**config.mk**
```make
export PLATFORM = sky130hd
export DESIGN_NAME = dade_engine
export DESIGN_NICKNAME = d
export VERILOG_FILES = /design/src/dade_pkg.sv /design/src/dade_size_dec.sv /design/src/dade_addr_step.sv /design/src/dade_engine.sv
export SDC_FILE = /design/constraint.sdc
export NUM_CORES = 2
export LEC_CHECK = 0
export BUFFER_PORTS_ARGS = -buffer_cell sky130_fd_sc_hd__buf_2
export CORE_ASPECT_RATIO = 0.6
export CORE_MARGIN = 2
export CORE_UTILIZATION = 65
export DETAILED_ROUTE_END_ITERATION = 7
export PLACE_DENSITY = 0.84
export SETUP_SLACK_MARGIN = 0.1
export SLEW_MARGIN = 20
export SYNTH_ARGS = -nofsm -noshare
export SYNTH_HDL_FRONTEND = slang
export SYNTH_SLANG_ARGS = --single-unit
```
**constraint.sdc**
```tcl
create_clock -name CLK -period 5.9 [get_ports CLK]
set_input_delay 1.18 -clock CLK [delete_from_list [all_inputs] [get_ports CLK]]
set_output_delay 1.18 -clock CLK [all_outputs]
set_load 0.005 [all_outputs]
```
**src/dade_pkg.sv**
```systemverilog
// Constants, field layout and state codes of the descriptor address engine
package dade_pkg;

	// ==========================================================
	// Register byte offsets
	localparam logic [7:0] OFS_SRC_ADDR = 8'h00;
	localparam logic [7:0] OFS_ATTR = 8'h04;
	localparam logic [7:0] OFS_MINOR_BYTES = 8'h08;
	localparam logic [7:0] OFS_LAST_SRC_ADJ = 8'h0C;
	localparam logic [7:0] OFS_DST_ADDR = 8'h10;
	localparam logic [7:0] OFS_ITER_DST_OFS = 8'h14;
	localparam logic [7:0] OFS_CTRL = 8'h20;
	localparam logic [7:0] OFS_STATUS = 8'h24;

	// ==========================================================
	// Field positions (word bit 0 is the least significant bit)
	localparam int SRC_MOD_LSB = 27;
	localparam int SRC_SIZE_LSB = 24;
	localparam int DST_MOD_LSB = 19;
	localparam int DST_SIZE_LSB = 16;
	localparam int SRC_OFS_LSB = 0;
	localparam int DST_OFS_LSB = 0;
	localparam int MAJOR_CNT_LSB = 16;
	localparam int CTRL_START_BIT = 0;
	localparam int ST_ACTIVE_BIT = 0;
	localparam int ST_DONE_BIT = 1;
	localparam int ST_CFGERR_BIT = 2;

	// ==========================================================
	// Reset values and encodings
	localparam logic [31:0] RST_WORD = 32'h0000_0000;
	localparam logic [14:0] MAJOR_ONE = 15'h0001;
	localparam logic [32:0] FOUR_GB = 33'h1_0000_0000;
	localparam logic [1:0] RESP_OKAY = 2'h0;
	localparam logic [1:0] RESP_SLVERR = 2'h2;

	// ==========================================================
	// Transfer size codes
	localparam logic [2:0] SZ_8 = 3'h0;
	localparam logic [2:0] SZ_16 = 3'h1;
	localparam logic [2:0] SZ_32 = 3'h2;
	localparam logic [2:0] SZ_64 = 3'h3;
	localparam logic [2:0] SZ_32B = 3'h4;
	localparam logic [2:0] SZ_BURST = 3'h5;

	// ==========================================================
	// Engine states
	typedef enum logic [2:0] {
		ST_IDLE = 3'b000,
		ST_PICK = 3'b001,
		ST_READ = 3'b010,
		ST_WRITE = 3'b011,
		ST_WBACK = 3'b100,
		ST_MAJOR = 3'b101
	} dade_state_t;

endpackage : dade_pkg

```
**src/dade_size_dec.sv**
```systemverilog
// Transfer size code decoder: bytes per access and reserved-code error
`timescale 1ns/1ps
module dade_size_dec
	import dade_pkg::*;
(
	input wire logic [2:0] code,
	output logic [5:0] bytes,
	output logic err
);
	// ==========================================================
	// Decode
	assign bytes = (code == SZ_8) ? 6'h01 :
		(code == SZ_16) ? 6'h02 :
		(code == SZ_32 || code == SZ_32B) ? 6'h04 :
		(code == SZ_64) ? 6'h08 :
		(code == SZ_BURST) ? 6'h20 : 6'h00;
	assign err = code[2] & code[1];
endmodule : dade_size_dec

```
**src/dade_addr_step.sv**
```systemverilog
// Next address: sign-extended offset plus optional modulo freeze of upper bits
`timescale 1ns/1ps
module dade_addr_step
	import dade_pkg::*;
(
	input wire logic [31:0] cur,
	input wire logic [31:0] addend,
	input wire logic [4:0] modulo,
	output logic [31:0] nxt
);
	// ==========================================================
	// Sum and modulo merge
	wire [31:0] sum = cur + addend;
	wire [31:0] low_mask = ~(32'hFFFF_FFFF << modulo);
	assign nxt = (modulo == 5'h00) ? sum :
		((sum & low_mask) | (cur & ~low_mask));
endmodule : dade_addr_step

```
**src/dade_engine.sv**
```systemverilog
// Single-channel descriptor address engine with AXI4-Lite register slave
//
// What this block does
// - Source modulo zero: source address follows offset arithmetic unrestricted.
// - Nonzero source modulo: only that many low source bits change.
// - Size codes: 8, 16, 32, 64 bit, 100 is 32 bit, 101 is 32-byte burst.
// - Size codes 110 or 111 raise a configuration error.
// - Destination modulo restricts destination address like source modulo.
// - Destination size decodes like source size, reserved codes included.
// - After each source read, add sign-extended source offset, then modulo.
// - Activation loads descriptor; reads and writes run until byte count moved.
// - Minor loop is indivisible; register writes neither stall nor halt it, only reset aborts it.
// - Minor loop end writes addresses back and decrements the major count.
// - Major count completion triggers final processing before finishing.
// - Minor byte count zero means four gigabytes.
// - On major completion add the last source adjustment to the source address.
// - Destination writes use the destination address field.
// - Source reads use the source address field.
// - After each destination write, add sign-extended destination offset.
`timescale 1ns/1ps
module dade_engine
	import dade_pkg::*;
#(
	parameter int DATA_W = 64
)(
	input wire logic CLK,
	input wire logic RSTN,
	input wire logic [7:0] S_AXI_AWADDR,
	input wire logic S_AXI_AWVALID,
	output logic S_AXI_AWREADY,
	input wire logic [31:0] S_AXI_WDATA,
	input wire logic [3:0] S_AXI_WSTRB,
	input wire logic S_AXI_WVALID,
	output logic S_AXI_WREADY,
	output logic [1:0] S_AXI_BRESP,
	output logic S_AXI_BVALID,
	input wire logic S_AXI_BREADY,
	input wire logic [7:0] S_AXI_ARADDR,
	input wire logic S_AXI_ARVALID,
	output logic S_AXI_ARREADY,
	output logic [31:0] S_AXI_RDATA,
	output logic [1:0] S_AXI_RRESP,
	output logic S_AXI_RVALID,
	input wire logic S_AXI_RREADY,
	output logic MRD_REQ,
	output logic [31:0] MRD_ADDR,
	output logic [2:0] MRD_SIZE,
	input wire logic MRD_ACK,
	input wire logic [DATA_W-1:0] MRD_DATA,
	output logic MWR_REQ,
	output logic [31:0] MWR_ADDR,
	output logic [2:0] MWR_SIZE,
	output logic [DATA_W-1:0] MWR_DATA,
	input wire logic MWR_ACK,
	output logic CH_ACTIVE,
	output logic CH_DONE
);
	// ==========================================================
	// Elaboration check
	if (DATA_W < 8 || DATA_W % 8 != 0) begin : g_bad_width
		$error("DATA_W must be a nonzero multiple of 8");
	end

	// ==========================================================
	// Descriptor and engine state
	logic [31:0] src_addr_ff, attr_ff, minor_bytes_ff, last_src_adj_ff, dst_addr_ff;
	logic [14:0] major_count_ff;
	logic [15:0] dst_offset_ff;
	logic [31:0] eng_src_ff, eng_dst_ff;
	logic [32:0] rd_left_ff, wr_left_ff;
	logic [DATA_W-1:0] data_ff;
	logic done_ff, cfg_err_ff;
	dade_state_t state_ff;

	// ==========================================================
	// AXI4-Lite slave state
	logic aw_held_ff, w_held_ff;
	logic [7:0] aw_addr_ff;
	logic [31:0] w_data_ff;
	logic [3:0] w_strb_ff;

	// ==========================================================
	// Field extraction and decoders
	wire [4:0] src_mod = attr_ff[SRC_MOD_LSB +: 5];
	wire [2:0] src_size = attr_ff[SRC_SIZE_LSB +: 3];
	wire [4:0] dst_mod = attr_ff[DST_MOD_LSB +: 5];
	wire [2:0] dst_size = attr_ff[DST_SIZE_LSB +: 3];
	wire [15:0] src_offset = attr_ff[SRC_OFS_LSB +: 16];
	wire [5:0] src_bytes, dst_bytes;
	wire src_err, dst_err;

	dade_size_dec u_src_dec (
		.code(src_size),
		.bytes(src_bytes),
		.err(src_err)
	);
	dade_size_dec u_dst_dec (
		.code(dst_size),
		.bytes(dst_bytes),
		.err(dst_err)
	);

	wire [31:0] nxt_src, nxt_dst, nxt_src_final;
	dade_addr_step u_src_step (
		.cur(eng_src_ff),
		.addend({{16{src_offset[15]}}, src_offset}),
		.modulo(src_mod),
		.nxt(nxt_src)
	);
	dade_addr_step u_dst_step (
		.cur(eng_dst_ff),
		.addend({{16{dst_offset_ff[15]}}, dst_offset_ff}),
		.modulo(dst_mod),
		.nxt(nxt_dst)
	);
	assign nxt_src_final = src_addr_ff + last_src_adj_ff;

	// ==========================================================
	// Bus decode
	wire wr_fire = aw_held_ff & w_held_ff & ~S_AXI_BVALID;
	wire rd_fire = S_AXI_ARVALID & S_AXI_ARREADY;
	wire busy = (state_ff != ST_IDLE);
	wire wr_src = wr_fire & (aw_addr_ff == OFS_SRC_ADDR) & ~busy;
	wire wr_attr = wr_fire & (aw_addr_ff == OFS_ATTR) & ~busy;
	wire wr_bytes = wr_fire & (aw_addr_ff == OFS_MINOR_BYTES) & ~busy;
	wire wr_adj = wr_fire & (aw_addr_ff == OFS_LAST_SRC_ADJ) & ~busy;
	wire wr_dst = wr_fire & (aw_addr_ff == OFS_DST_ADDR) & ~busy;
	wire wr_iter = wr_fire & (aw_addr_ff == OFS_ITER_DST_OFS) & ~busy;
	wire wr_ctrl = wr_fire & (aw_addr_ff == OFS_CTRL);
	wire wr_stat = wr_fire & (aw_addr_ff == OFS_STATUS);
	wire wr_mapped = (aw_addr_ff <= OFS_ITER_DST_OFS && aw_addr_ff[1:0] == 2'h0)
		| (aw_addr_ff == OFS_CTRL) | (aw_addr_ff == OFS_STATUS);
	wire [31:0] strb_mask = {{8{w_strb_ff[3]}}, {8{w_strb_ff[2]}},
		{8{w_strb_ff[1]}}, {8{w_strb_ff[0]}}};
	wire start_req = wr_ctrl & w_strb_ff[0] & w_data_ff[CTRL_START_BIT] & ~busy;
	wire cfg_bad = src_err | dst_err;
	wire start_ok = start_req & ~cfg_bad;
	wire [31:0] status_word = {29'h0, cfg_err_ff, done_ff, busy};
	wire [31:0] iter_word = {1'b0, major_count_ff, dst_offset_ff};
	wire rd_mapped = (S_AXI_ARADDR <= OFS_ITER_DST_OFS && S_AXI_ARADDR[1:0] == 2'h0)
		| (S_AXI_ARADDR == OFS_CTRL) | (S_AXI_ARADDR == OFS_STATUS);
	wire [31:0] rd_word = (S_AXI_ARADDR == OFS_SRC_ADDR) ? src_addr_ff :
		(S_AXI_ARADDR == OFS_ATTR) ? attr_ff :
		(S_AXI_ARADDR == OFS_MINOR_BYTES) ? minor_bytes_ff :
		(S_AXI_ARADDR == OFS_LAST_SRC_ADJ) ? last_src_adj_ff :
		(S_AXI_ARADDR == OFS_DST_ADDR) ? dst_addr_ff :
		(S_AXI_ARADDR == OFS_ITER_DST_OFS) ? iter_word :
		(S_AXI_ARADDR == OFS_STATUS) ? status_word : RST_WORD;

	// ==========================================================
	// Engine decisions
	wire [32:0] src_step = {27'h0, src_bytes};
	wire [32:0] dst_step = {27'h0, dst_bytes};
	wire [32:0] held_bytes = wr_left_ff - rd_left_ff;
	wire need_read = (rd_left_ff != 33'h0) & (held_bytes < dst_step);
	wire all_moved = (rd_left_ff == 33'h0) & (wr_left_ff == 33'h0);
	wire [32:0] load_count = (minor_bytes_ff == 32'h0) ? FOUR_GB :
		{1'b0, minor_bytes_ff};
	wire [32:0] nxt_rd_left = (rd_left_ff > src_step) ? rd_left_ff - src_step : 33'h0;
	wire [32:0] nxt_wr_left = (wr_left_ff > dst_step) ? wr_left_ff - dst_step : 33'h0;
	wire major_last = (major_count_ff == MAJOR_ONE);

	// ==========================================================
	// AXI4-Lite write channel
	always_ff @(posedge CLK or negedge RSTN) begin
		if (!RSTN) begin
			aw_held_ff <= 1'b0;
			w_held_ff <= 1'b0;
			aw_addr_ff <= 8'h00;
			w_data_ff <= RST_WORD;
			w_strb_ff <= 4'h0;
			S_AXI_AWREADY <= 1'b0;
			S_AXI_WREADY <= 1'b0;
			S_AXI_BVALID <= 1'b0;
			S_AXI_BRESP <= RESP_OKAY;
		end else begin
			S_AXI_AWREADY <= ~aw_held_ff & ~(S_AXI_AWVALID & S_AXI_AWREADY) & ~S_AXI_BVALID;
			S_AXI_WREADY <= ~w_held_ff & ~(S_AXI_WVALID & S_AXI_WREADY) & ~S_AXI_BVALID;
			if (S_AXI_AWVALID && S_AXI_AWREADY) begin
				aw_held_ff <= 1'b1;
				aw_addr_ff <= {S_AXI_AWADDR[7:2], 2'h0};
			end
			if (S_AXI_WVALID && S_AXI_WREADY) begin
				w_held_ff <= 1'b1;
				w_data_ff <= S_AXI_WDATA;
				w_strb_ff <= S_AXI_WSTRB;
			end
			if (wr_fire) begin
				aw_held_ff <= 1'b0;
				w_held_ff <= 1'b0;
				S_AXI_BVALID <= 1'b1;
				S_AXI_BRESP <= wr_mapped ? RESP_OKAY : RESP_SLVERR;
			end else if (S_AXI_BVALID && S_AXI_BREADY) begin
				S_AXI_BVALID <= 1'b0;
			end
		end
	end

	// ==========================================================
	// AXI4-Lite read channel
	always_ff @(posedge CLK or negedge RSTN) begin
		if (!RSTN) begin
			S_AXI_ARREADY <= 1'b0;
			S_AXI_RVALID <= 1'b0;
			S_AXI_RDATA <= RST_WORD;
			S_AXI_RRESP <= RESP_OKAY;
		end else begin
			S_AXI_ARREADY <= ~S_AXI_RVALID & ~rd_fire;
			if (rd_fire) begin
				S_AXI_RVALID <= 1'b1;
				S_AXI_RDATA <= rd_word;
				S_AXI_RRESP <= rd_mapped ? RESP_OKAY : RESP_SLVERR;
			end else if (S_AXI_RVALID && S_AXI_RREADY) begin
				S_AXI_RVALID <= 1'b0;
			end
		end
	end

	// ==========================================================
	// Descriptor words (software writes only while idle)
	always_ff @(posedge CLK or negedge RSTN) begin
		if (!RSTN) begin
			src_addr_ff <= RST_WORD;
			attr_ff <= RST_WORD;
			minor_bytes_ff <= RST_WORD;
			last_src_adj_ff <= RST_WORD;
			dst_addr_ff <= RST_WORD;
			major_count_ff <= 15'h0000;
			dst_offset_ff <= 16'h0000;
		end else begin
			if (wr_src) src_addr_ff <= (src_addr_ff & ~strb_mask) | (w_data_ff & strb_mask);
			if (wr_attr) attr_ff <= (attr_ff & ~strb_mask) | (w_data_ff & strb_mask);
			if (wr_bytes) minor_bytes_ff <= (minor_bytes_ff & ~strb_mask) | (w_data_ff & strb_mask);
			if (wr_adj) last_src_adj_ff <= (last_src_adj_ff & ~strb_mask) | (w_data_ff & strb_mask);
			if (wr_dst) dst_addr_ff <= (dst_addr_ff & ~strb_mask) | (w_data_ff & strb_mask);
			if (wr_iter) begin
				major_count_ff <= (major_count_ff & ~strb_mask[30:16]) | (w_data_ff[30:16] & strb_mask[30:16]);
				dst_offset_ff <= (dst_offset_ff & ~strb_mask[15:0]) | (w_data_ff[15:0] & strb_mask[15:0]);
			end
			if (state_ff == ST_WBACK) begin
				src_addr_ff <= eng_src_ff;
				dst_addr_ff <= eng_dst_ff;
				major_count_ff <= major_count_ff - MAJOR_ONE;
			end
			if (state_ff == ST_MAJOR) src_addr_ff <= nxt_src_final;
		end
	end

	// ==========================================================
	// Minor loop engine
	always_ff @(posedge CLK or negedge RSTN) begin
		if (!RSTN) begin
			state_ff <= ST_IDLE;
			eng_src_ff <= RST_WORD;
			eng_dst_ff <= RST_WORD;
			rd_left_ff <= 33'h0;
			wr_left_ff <= 33'h0;
			data_ff <= '0;
		end else begin
			unique case (state_ff)
				ST_IDLE: begin
					if (start_ok) begin
						eng_src_ff <= src_addr_ff;
						eng_dst_ff <= dst_addr_ff;
						rd_left_ff <= load_count;
						wr_left_ff <= load_count;
						state_ff <= ST_PICK;
					end
				end
				ST_PICK: begin
					if (all_moved) state_ff <= ST_WBACK;
					else if (need_read) state_ff <= ST_READ;
					else state_ff <= ST_WRITE;
				end
				ST_READ: begin
					if (MRD_ACK) begin
						data_ff <= MRD_DATA;
						eng_src_ff <= nxt_src;
						rd_left_ff <= nxt_rd_left;
						state_ff <= ST_PICK;
					end
				end
				ST_WRITE: begin
					if (MWR_ACK) begin
						eng_dst_ff <= nxt_dst;
						wr_left_ff <= nxt_wr_left;
						state_ff <= ST_PICK;
					end
				end
				ST_WBACK: state_ff <= major_last ? ST_MAJOR : ST_IDLE;
				ST_MAJOR: state_ff <= ST_IDLE;
				default: state_ff <= ST_IDLE;
			endcase
		end
	end

	// ==========================================================
	// System bus requests and status flags (set wins over clear)
	always_ff @(posedge CLK or negedge RSTN) begin
		if (!RSTN) begin
			MRD_REQ <= 1'b0;
			MRD_ADDR <= RST_WORD;
			MRD_SIZE <= SZ_8;
			MWR_REQ <= 1'b0;
			MWR_ADDR <= RST_WORD;
			MWR_SIZE <= SZ_8;
			MWR_DATA <= '0;
			done_ff <= 1'b0;
			cfg_err_ff <= 1'b0;
			CH_ACTIVE <= 1'b0;
			CH_DONE <= 1'b0;
		end else begin
			MRD_REQ <= (state_ff == ST_PICK) & ~all_moved & need_read
				| (state_ff == ST_READ) & ~MRD_ACK;
			MRD_ADDR <= eng_src_ff;
			MRD_SIZE <= src_size;
			MWR_REQ <= (state_ff == ST_PICK) & ~all_moved & ~need_read
				| (state_ff == ST_WRITE) & ~MWR_ACK;
			MWR_ADDR <= eng_dst_ff;
			MWR_SIZE <= dst_size;
			MWR_DATA <= data_ff;
			if (state_ff == ST_MAJOR) done_ff <= 1'b1;
			else if (wr_stat && w_strb_ff[0] && w_data_ff[ST_DONE_BIT]) done_ff <= 1'b0;
			if (start_req && cfg_bad) cfg_err_ff <= 1'b1;
			else if (wr_stat && w_strb_ff[0] && w_data_ff[ST_CFGERR_BIT]) cfg_err_ff <= 1'b0;
			CH_ACTIVE <= start_ok | (busy & ~(state_ff == ST_MAJOR)
				& ~(state_ff == ST_WBACK & ~major_last));
			CH_DONE <= (state_ff == ST_MAJOR) | (done_ff
				& ~(wr_stat && w_strb_ff[0] && w_data_ff[ST_DONE_BIT]));
		end
	end

	// ==========================================================
	// Checks
	a_src_step_mod: assert property (@(posedge CLK) disable iff (!RSTN)
		(state_ff == ST_READ && MRD_ACK && src_mod != 5'h0) |=>
		((eng_src_ff ^ $past(eng_src_ff)) >> $past(src_mod)) == 32'h0)
		else $error("source upper bits changed under modulo");
	a_src_step_free: assert property (@(posedge CLK) disable iff (!RSTN)
		(state_ff == ST_READ && MRD_ACK && src_mod == 5'h0) |=>
		eng_src_ff == $past(eng_src_ff) + {{16{$past(src_offset[15])}}, $past(src_offset)})
		else $error("source address did not follow offset");
	a_dst_step_free: assert property (@(posedge CLK) disable iff (!RSTN)
		(state_ff == ST_WRITE && MWR_ACK && dst_mod == 5'h0) |=>
		eng_dst_ff == $past(eng_dst_ff) + {{16{$past(dst_offset_ff[15])}}, $past(dst_offset_ff)})
		else $error("destination address did not follow offset");
	a_zero_count: assert property (@(posedge CLK) disable iff (!RSTN)
		(start_ok && minor_bytes_ff == 32'h0) |=> rd_left_ff == FOUR_GB)
		else $error("zero byte count not taken as four gigabytes");
	a_bad_size: assert property (@(posedge CLK) disable iff (!RSTN)
		(start_req && src_size[2:1] == 2'b11) |=> cfg_err_ff && state_ff == ST_IDLE)
		else $error("reserved source size not flagged");
	a_bad_dst_size: assert property (@(posedge CLK) disable iff (!RSTN)
		(start_req && dst_size[2:1] == 2'b11) |=> cfg_err_ff && state_ff == ST_IDLE)
		else $error("reserved destination size not flagged");
	a_wback_major: assert property (@(posedge CLK) disable iff (!RSTN)
		(state_ff == ST_WBACK) |=> major_count_ff == $past(major_count_ff) - MAJOR_ONE)
		else $error("major count not decremented");
	a_final_adj: assert property (@(posedge CLK) disable iff (!RSTN)
		(state_ff == ST_WBACK && major_last) |=> ##1
		src_addr_ff == $past(eng_src_ff, 2) + last_src_adj_ff && done_ff)
		else $error("last source adjustment missing");
	a_read_addr: assert property (@(posedge CLK) disable iff (!RSTN)
		MRD_REQ |-> MRD_ADDR == eng_src_ff)
		else $error("read address is not the source address");
	a_count_step: assert property (@(posedge CLK) disable iff (!RSTN)
		(state_ff == ST_READ && MRD_ACK && rd_left_ff > src_step) |=>
		rd_left_ff == $past(rd_left_ff) - $past(src_step))
		else $error("read count not advanced by size");
endmodule : dade_engine

```
* After elaboration in Yosys (flattened, before gate mapping) *
Cells that the tools add are included.

word-level totals
  bits in registers = 613

cells by class
  add/sub/neg operators = 7
  magnitude comparators = 5
  equal/unequal tests = 33
  shift-type cells = 2
  mux-type cells = 61
  bitwise logic cells = 97
  reductions and logical operators = 39

operators by type and width
  operator                                           number
  two-way mux 32 bit                                 16
  AND 32 bit                                         10
  OR 32 bit                                          7
  two-way mux 33 bit                                 6
  inverter 32 bit                                    5
  one-hot mux 33 bit (2 select lines)                2
  one-hot mux 32 bit (2 select lines)                2
  adder 32 bit                                       3
  greater-than comparator 33 x 6 -> 1 bit            2
  logical NOT 33 bit                                 2
  subtractor 33 x 6 -> 33 bit                        2
  left shift 32 x 5 -> 32 bit, first input constant  2
  two-way mux 6 bit                                  10
  AND 1 bit                                          41
  less-than comparator 33 x 6 -> 1 bit               1
  nonzero test 33 bit                                1
  subtractor 33 bit                                  1
  AND 16 bit                                         2
  logical NOT 32 bit                                 1
  two-way mux 31 bit                                 1
  AND 15 bit                                         2
  two-way mux 15 bit                                 2
  nonzero test 2 bit                                 10
  == test 3 x 2 -> 1 bit, second input constant      6
  33 further kinds                                   107

* Depth between registers and ports, before layout *
  word-level depth = 11
  depth in mapped cells = 17
  depth with buffers taken out = 17

* Modules after synthesis *
Synthesis repeated with hierarchy kept, for this count alone.

second synthesis, totals
  cell total of the unflattened synthesis = 3516
  area total of the unflattened synthesis = 34023.9 um^2

modules (own cells, without submodules)
  module          instances  cells an instance  area an instance (um^2)  seq. area each (um^2)
  dade_engine     1          2874               29647.2                  15289.7
  dade_addr_step  2          311                2127.0                   0.0
  dade_size_dec   2          10                 61.3                     0.0

* Worst setup path after synthesis *
OpenSTA, ideal clock, no wires.

  kind = register to register
  start point = reg with a tool-made name
  end point = reg wr_left_ff[26]
  data arrival time = 3.385 ns
  data required time = 5.834 ns
  setup slack = 2.449 ns
  cell stages (with the launch flop) = 16
  clock period less this slack = 3.451 ns
  path through = dfrtp_1 -> clkbuf_1 -> nor3_1 -> ha_1 -> inv_1 -> fa_1 -> a21o_1 -> a21oi_1 -> nor2b_1 -> o21ai_1 -> or2_2 -> nor3_2 -> nand2_1 -> or4_1 -> a21oi_1 -> a221o_1

RTL lines
  element               line                RTL
  end signal, assigned  dade_engine.sv:266  wr_left_ff <= load_count;
  end signal, assigned  dade_engine.sv:286  wr_left_ff <= nxt_wr_left;
  end, declared         dade_engine.sv:70   logic [32:0] rd_left_ff, wr_left_ff;

==> metrics.yaml <==
drt-initial-drc-count: 5103
yosys.cell_types.count: 103
maxSlewHeadroom: 0.264
antenna_found_initial: 6
h-tree-depth: 2
netlist.area_leader.share: 0.448
cts_root_buffer: "clkbuf_16"
yosys-top-cells-area: "dfrtp_1 (45%), nand2_1 (5.5%), mux2_2 (5.4%)"
syn_to_final_growth_pct: 11.7
final_cells: 4586
dp_hpwl_um: 86300
cts_setup_buffers: 0
hold_class: "reg -> reg"
gp_congestion: 1.05
row_count: 64
status: "finished, violations left"
rsz0062_at_grt: "no"
wl_per_cell_um: 25.2
grt_max_degree: 134
wirelength_um: 116000
place.port_buffers: 299
grt_pass1_wl_um: 175000
clock-sinks: 611
use_met1: 0.651
cp-end-kind: "flop"
vias: 31400
netlist_area_mm2: 0.0341
tightest_slew_ns: 1.10
synth_ff_type: "dfrtp_1"
setup_viol: 0
dr.pass1.iters: 8
yosys_register_bits: 611
yosys.area.top_type: "dfrtp_1"
pin_count: 304
ys_async_sr_fraction: 1.00
die_h_um: 181
fin_nets: 4113
grt.busiest_layer: "met1"
hold_viol_final: 0
power_density_mw_per_mm2: 532
post-synth-top-count-cell: "dfrtp_1"
maxCapViolations: 0
core_area_mm2: 0.0514
fin_setup_tns_ns: 0
via_per_inst: 6.84
fillCellCount: 3802
overflow: 0
drive_gt1_frac: 0.173
die_w_um: 300
finalMaxSlewViolations: 0
fin_crit_ns: 4.54
use_met3: 0.200
peakVddDrop_uv: 331
dp_cells: 4475
startpoint_type: "flop"
cts-resized-gates: 0
cts_hold_buf: 0
cts_tree: "built"
fp.dieArea_mm2: 0.0544
clk_pin_slew_ns: 0.07
crit_type: "reg -> reg"
timing.fmax_mhz: 220
clockBufferDepth: 3
yosysWarningCount: 0
synth_commonest_cells: "dfrtp_1 (611), nand2_1 (502), a21oi_1 (311)"
worstPathArrival_ns: 5.04
crit_fanout: 18
synth-edff-count: 0
avgSynthCellArea_um2: 9.39
start_util: 0.663
cts_made_buffers: 56
synth_seq_area_share: 0.448
cellLeakagePower_nw: 18.0
clk_latency_ns: 0.63
drc: 6
ff_latch_area_mm2: 0.0153
finClkSkew_ns: 0.0279
ant_nets: 0
worst_ep_required_time_ns: 6.40
multi_input_area_mm2: 0.0178
min_period_over_period: 0.769
first_global_vias: 28700
grt_usage: 0.421
use_met2: 0.507
syn_inst: 3634
violations: "DRC"
per-stage QoR:
| stage | setup WS [ns] | utilization | hold WS, ns | instance area [um^2] | total power [W] |
|---|---|---|---|---|---|
| 6_report | 1.36 | 0.741 | 0.372 | 38100 | 0.0203 |
| 5_1_grt | 1.32 | 0.741 | 0.382 | 38100 | 0.0212 |
| 4_1_cts | 1.71 | 0.740 | 0.373 | 38100 | 0.0197 |
| 3_5_place_dp | 1.74 | 0.702 | 0.358 | 36100 | 0.0157 |
| 3_3_place_gp | 1.79 | 0.702 | 0.355 | 36100 | 0.0155 |
| 2_1_floorplan | 2.45 | - | 0.352 | 34100 | 0.0124 |
cells in the final DEF, fill, tap and decap left out, drive strengths merged, types with 14 or more instances in the layout:
| cell | Yosys | final |
|---|---|---|
| dfrtp | 611 | 611 |
| nand2 | 502 | 502 |
| buf | 38 | 330 |
| a21oi | 315 | 315 |
| o21ai | 276 | 276 |
| nor2 | 275 | 275 |
| mux2 | 164 | 164 |
| ha | 141 | 141 |
| inv | 92 | 95 |
| nor3 | 83 | 83 |
| nand3 | 82 | 82 |
| clkbuf | 144 | 76 |
| mux2i | 72 | 72 |
| a31oi | 65 | 65 |
| a21o | 59 | 59 |
| xnor2 | 47 | 47 |
| xor2 | 41 | 41 |
| nor4 | 39 | 39 |
| a211oi | 38 | 38 |
| a221oi | 34 | 34 |
| a22oi | 33 | 33 |
| o21a | 30 | 30 |
| and2 | 29 | 29 |
| nand2b | 28 | 28 |
| nand4 | 27 | 27 |
| o211ai | 26 | 26 |
| a32oi | 25 | 25 |
| a222oi | 24 | 24 |
| o22ai | 19 | 19 |
| nor2b | 19 | 19 |
| o31ai | 19 | 19 |
| or3 | 18 | 18 |
| and3 | 17 | 17 |
| or2 | 17 | 17 |
| clkinv | 0 | 14 |
final cells by class:
type	instances	share of cell area
Tap cell	693	0.0228
Timing Repair Buffer	330	0.0473
Inverter	92	0.00907
Multi-Input combinational cell	2750	0.467
Antenna cell	4	0.000263
Clock inverter	30	0.00979
Clock buffer	76	0.0422
Sequential cell	611	0.401
worst max-delay path, cell delays in order (launching register included):
cell and delay [ns]:
dfrtp_1 0.59, nor2_1 0.18, nand2_1 0.13, ha_1 0.32
nor2b_1 0.13, o21a_1 0.17, o21ai_0 0.30, a21oi_1 0.21
nor4_4 0.61, a31oi_1 0.29, o21ai_2 0.68, buf_4 0.36
nor3_1 0.13, a221o_1 0.32
worst paths after layout:
path,startpoint,end,slack (ns),depth (start not counted)
worst max register to register,flop,wr_left_ff[17],1.36,13
max in group asynchronous,RSTN,MWR_DATA[23],4.23,2
worst min register to register,data_ff[21],MWR_DATA[21],0.37,0
worst min-delay path,data_ff[21],MWR_DATA[21],0.37,0
worst max-delay path,flop,wr_left_ff[17],1.36,13
min in group asynchronous,RSTN,w_data_ff[8],0.48,1
where the power goes:
group,total [W],switching [W],internal [W]
Combinational,0.00903,0.00568,0.00334
Clock,0.00396,0.00173,0.00223
Sequential,0.00730,0.00181,0.00548
layer usage:
metal	up-vias	part of all wire
li1	13700	-
met1	15000	0.42
met2	2352	0.36
met3	279	0.19
met4	4	0.033
met5	-	0.00076
kinds of logic (layout without fill, tap and decap cells):
group / Yosys count / in the layout / synth area share
compound gates: 1095 / 1095 / 0.208
xor+xnor: 88 / 88 / 0.0226
fa+ha+maj: 149 / 149 / 0.0558
buf+inv: 274 / 528 / 0.0318
flops: 611 / 611 / 0.448
mux: 236 / 236 / 0.0753
other cells: 1 / 6 / 0.000110
simple gates: 1180 / 1180 / 0.158
Power figures use the tool's default switching activity.
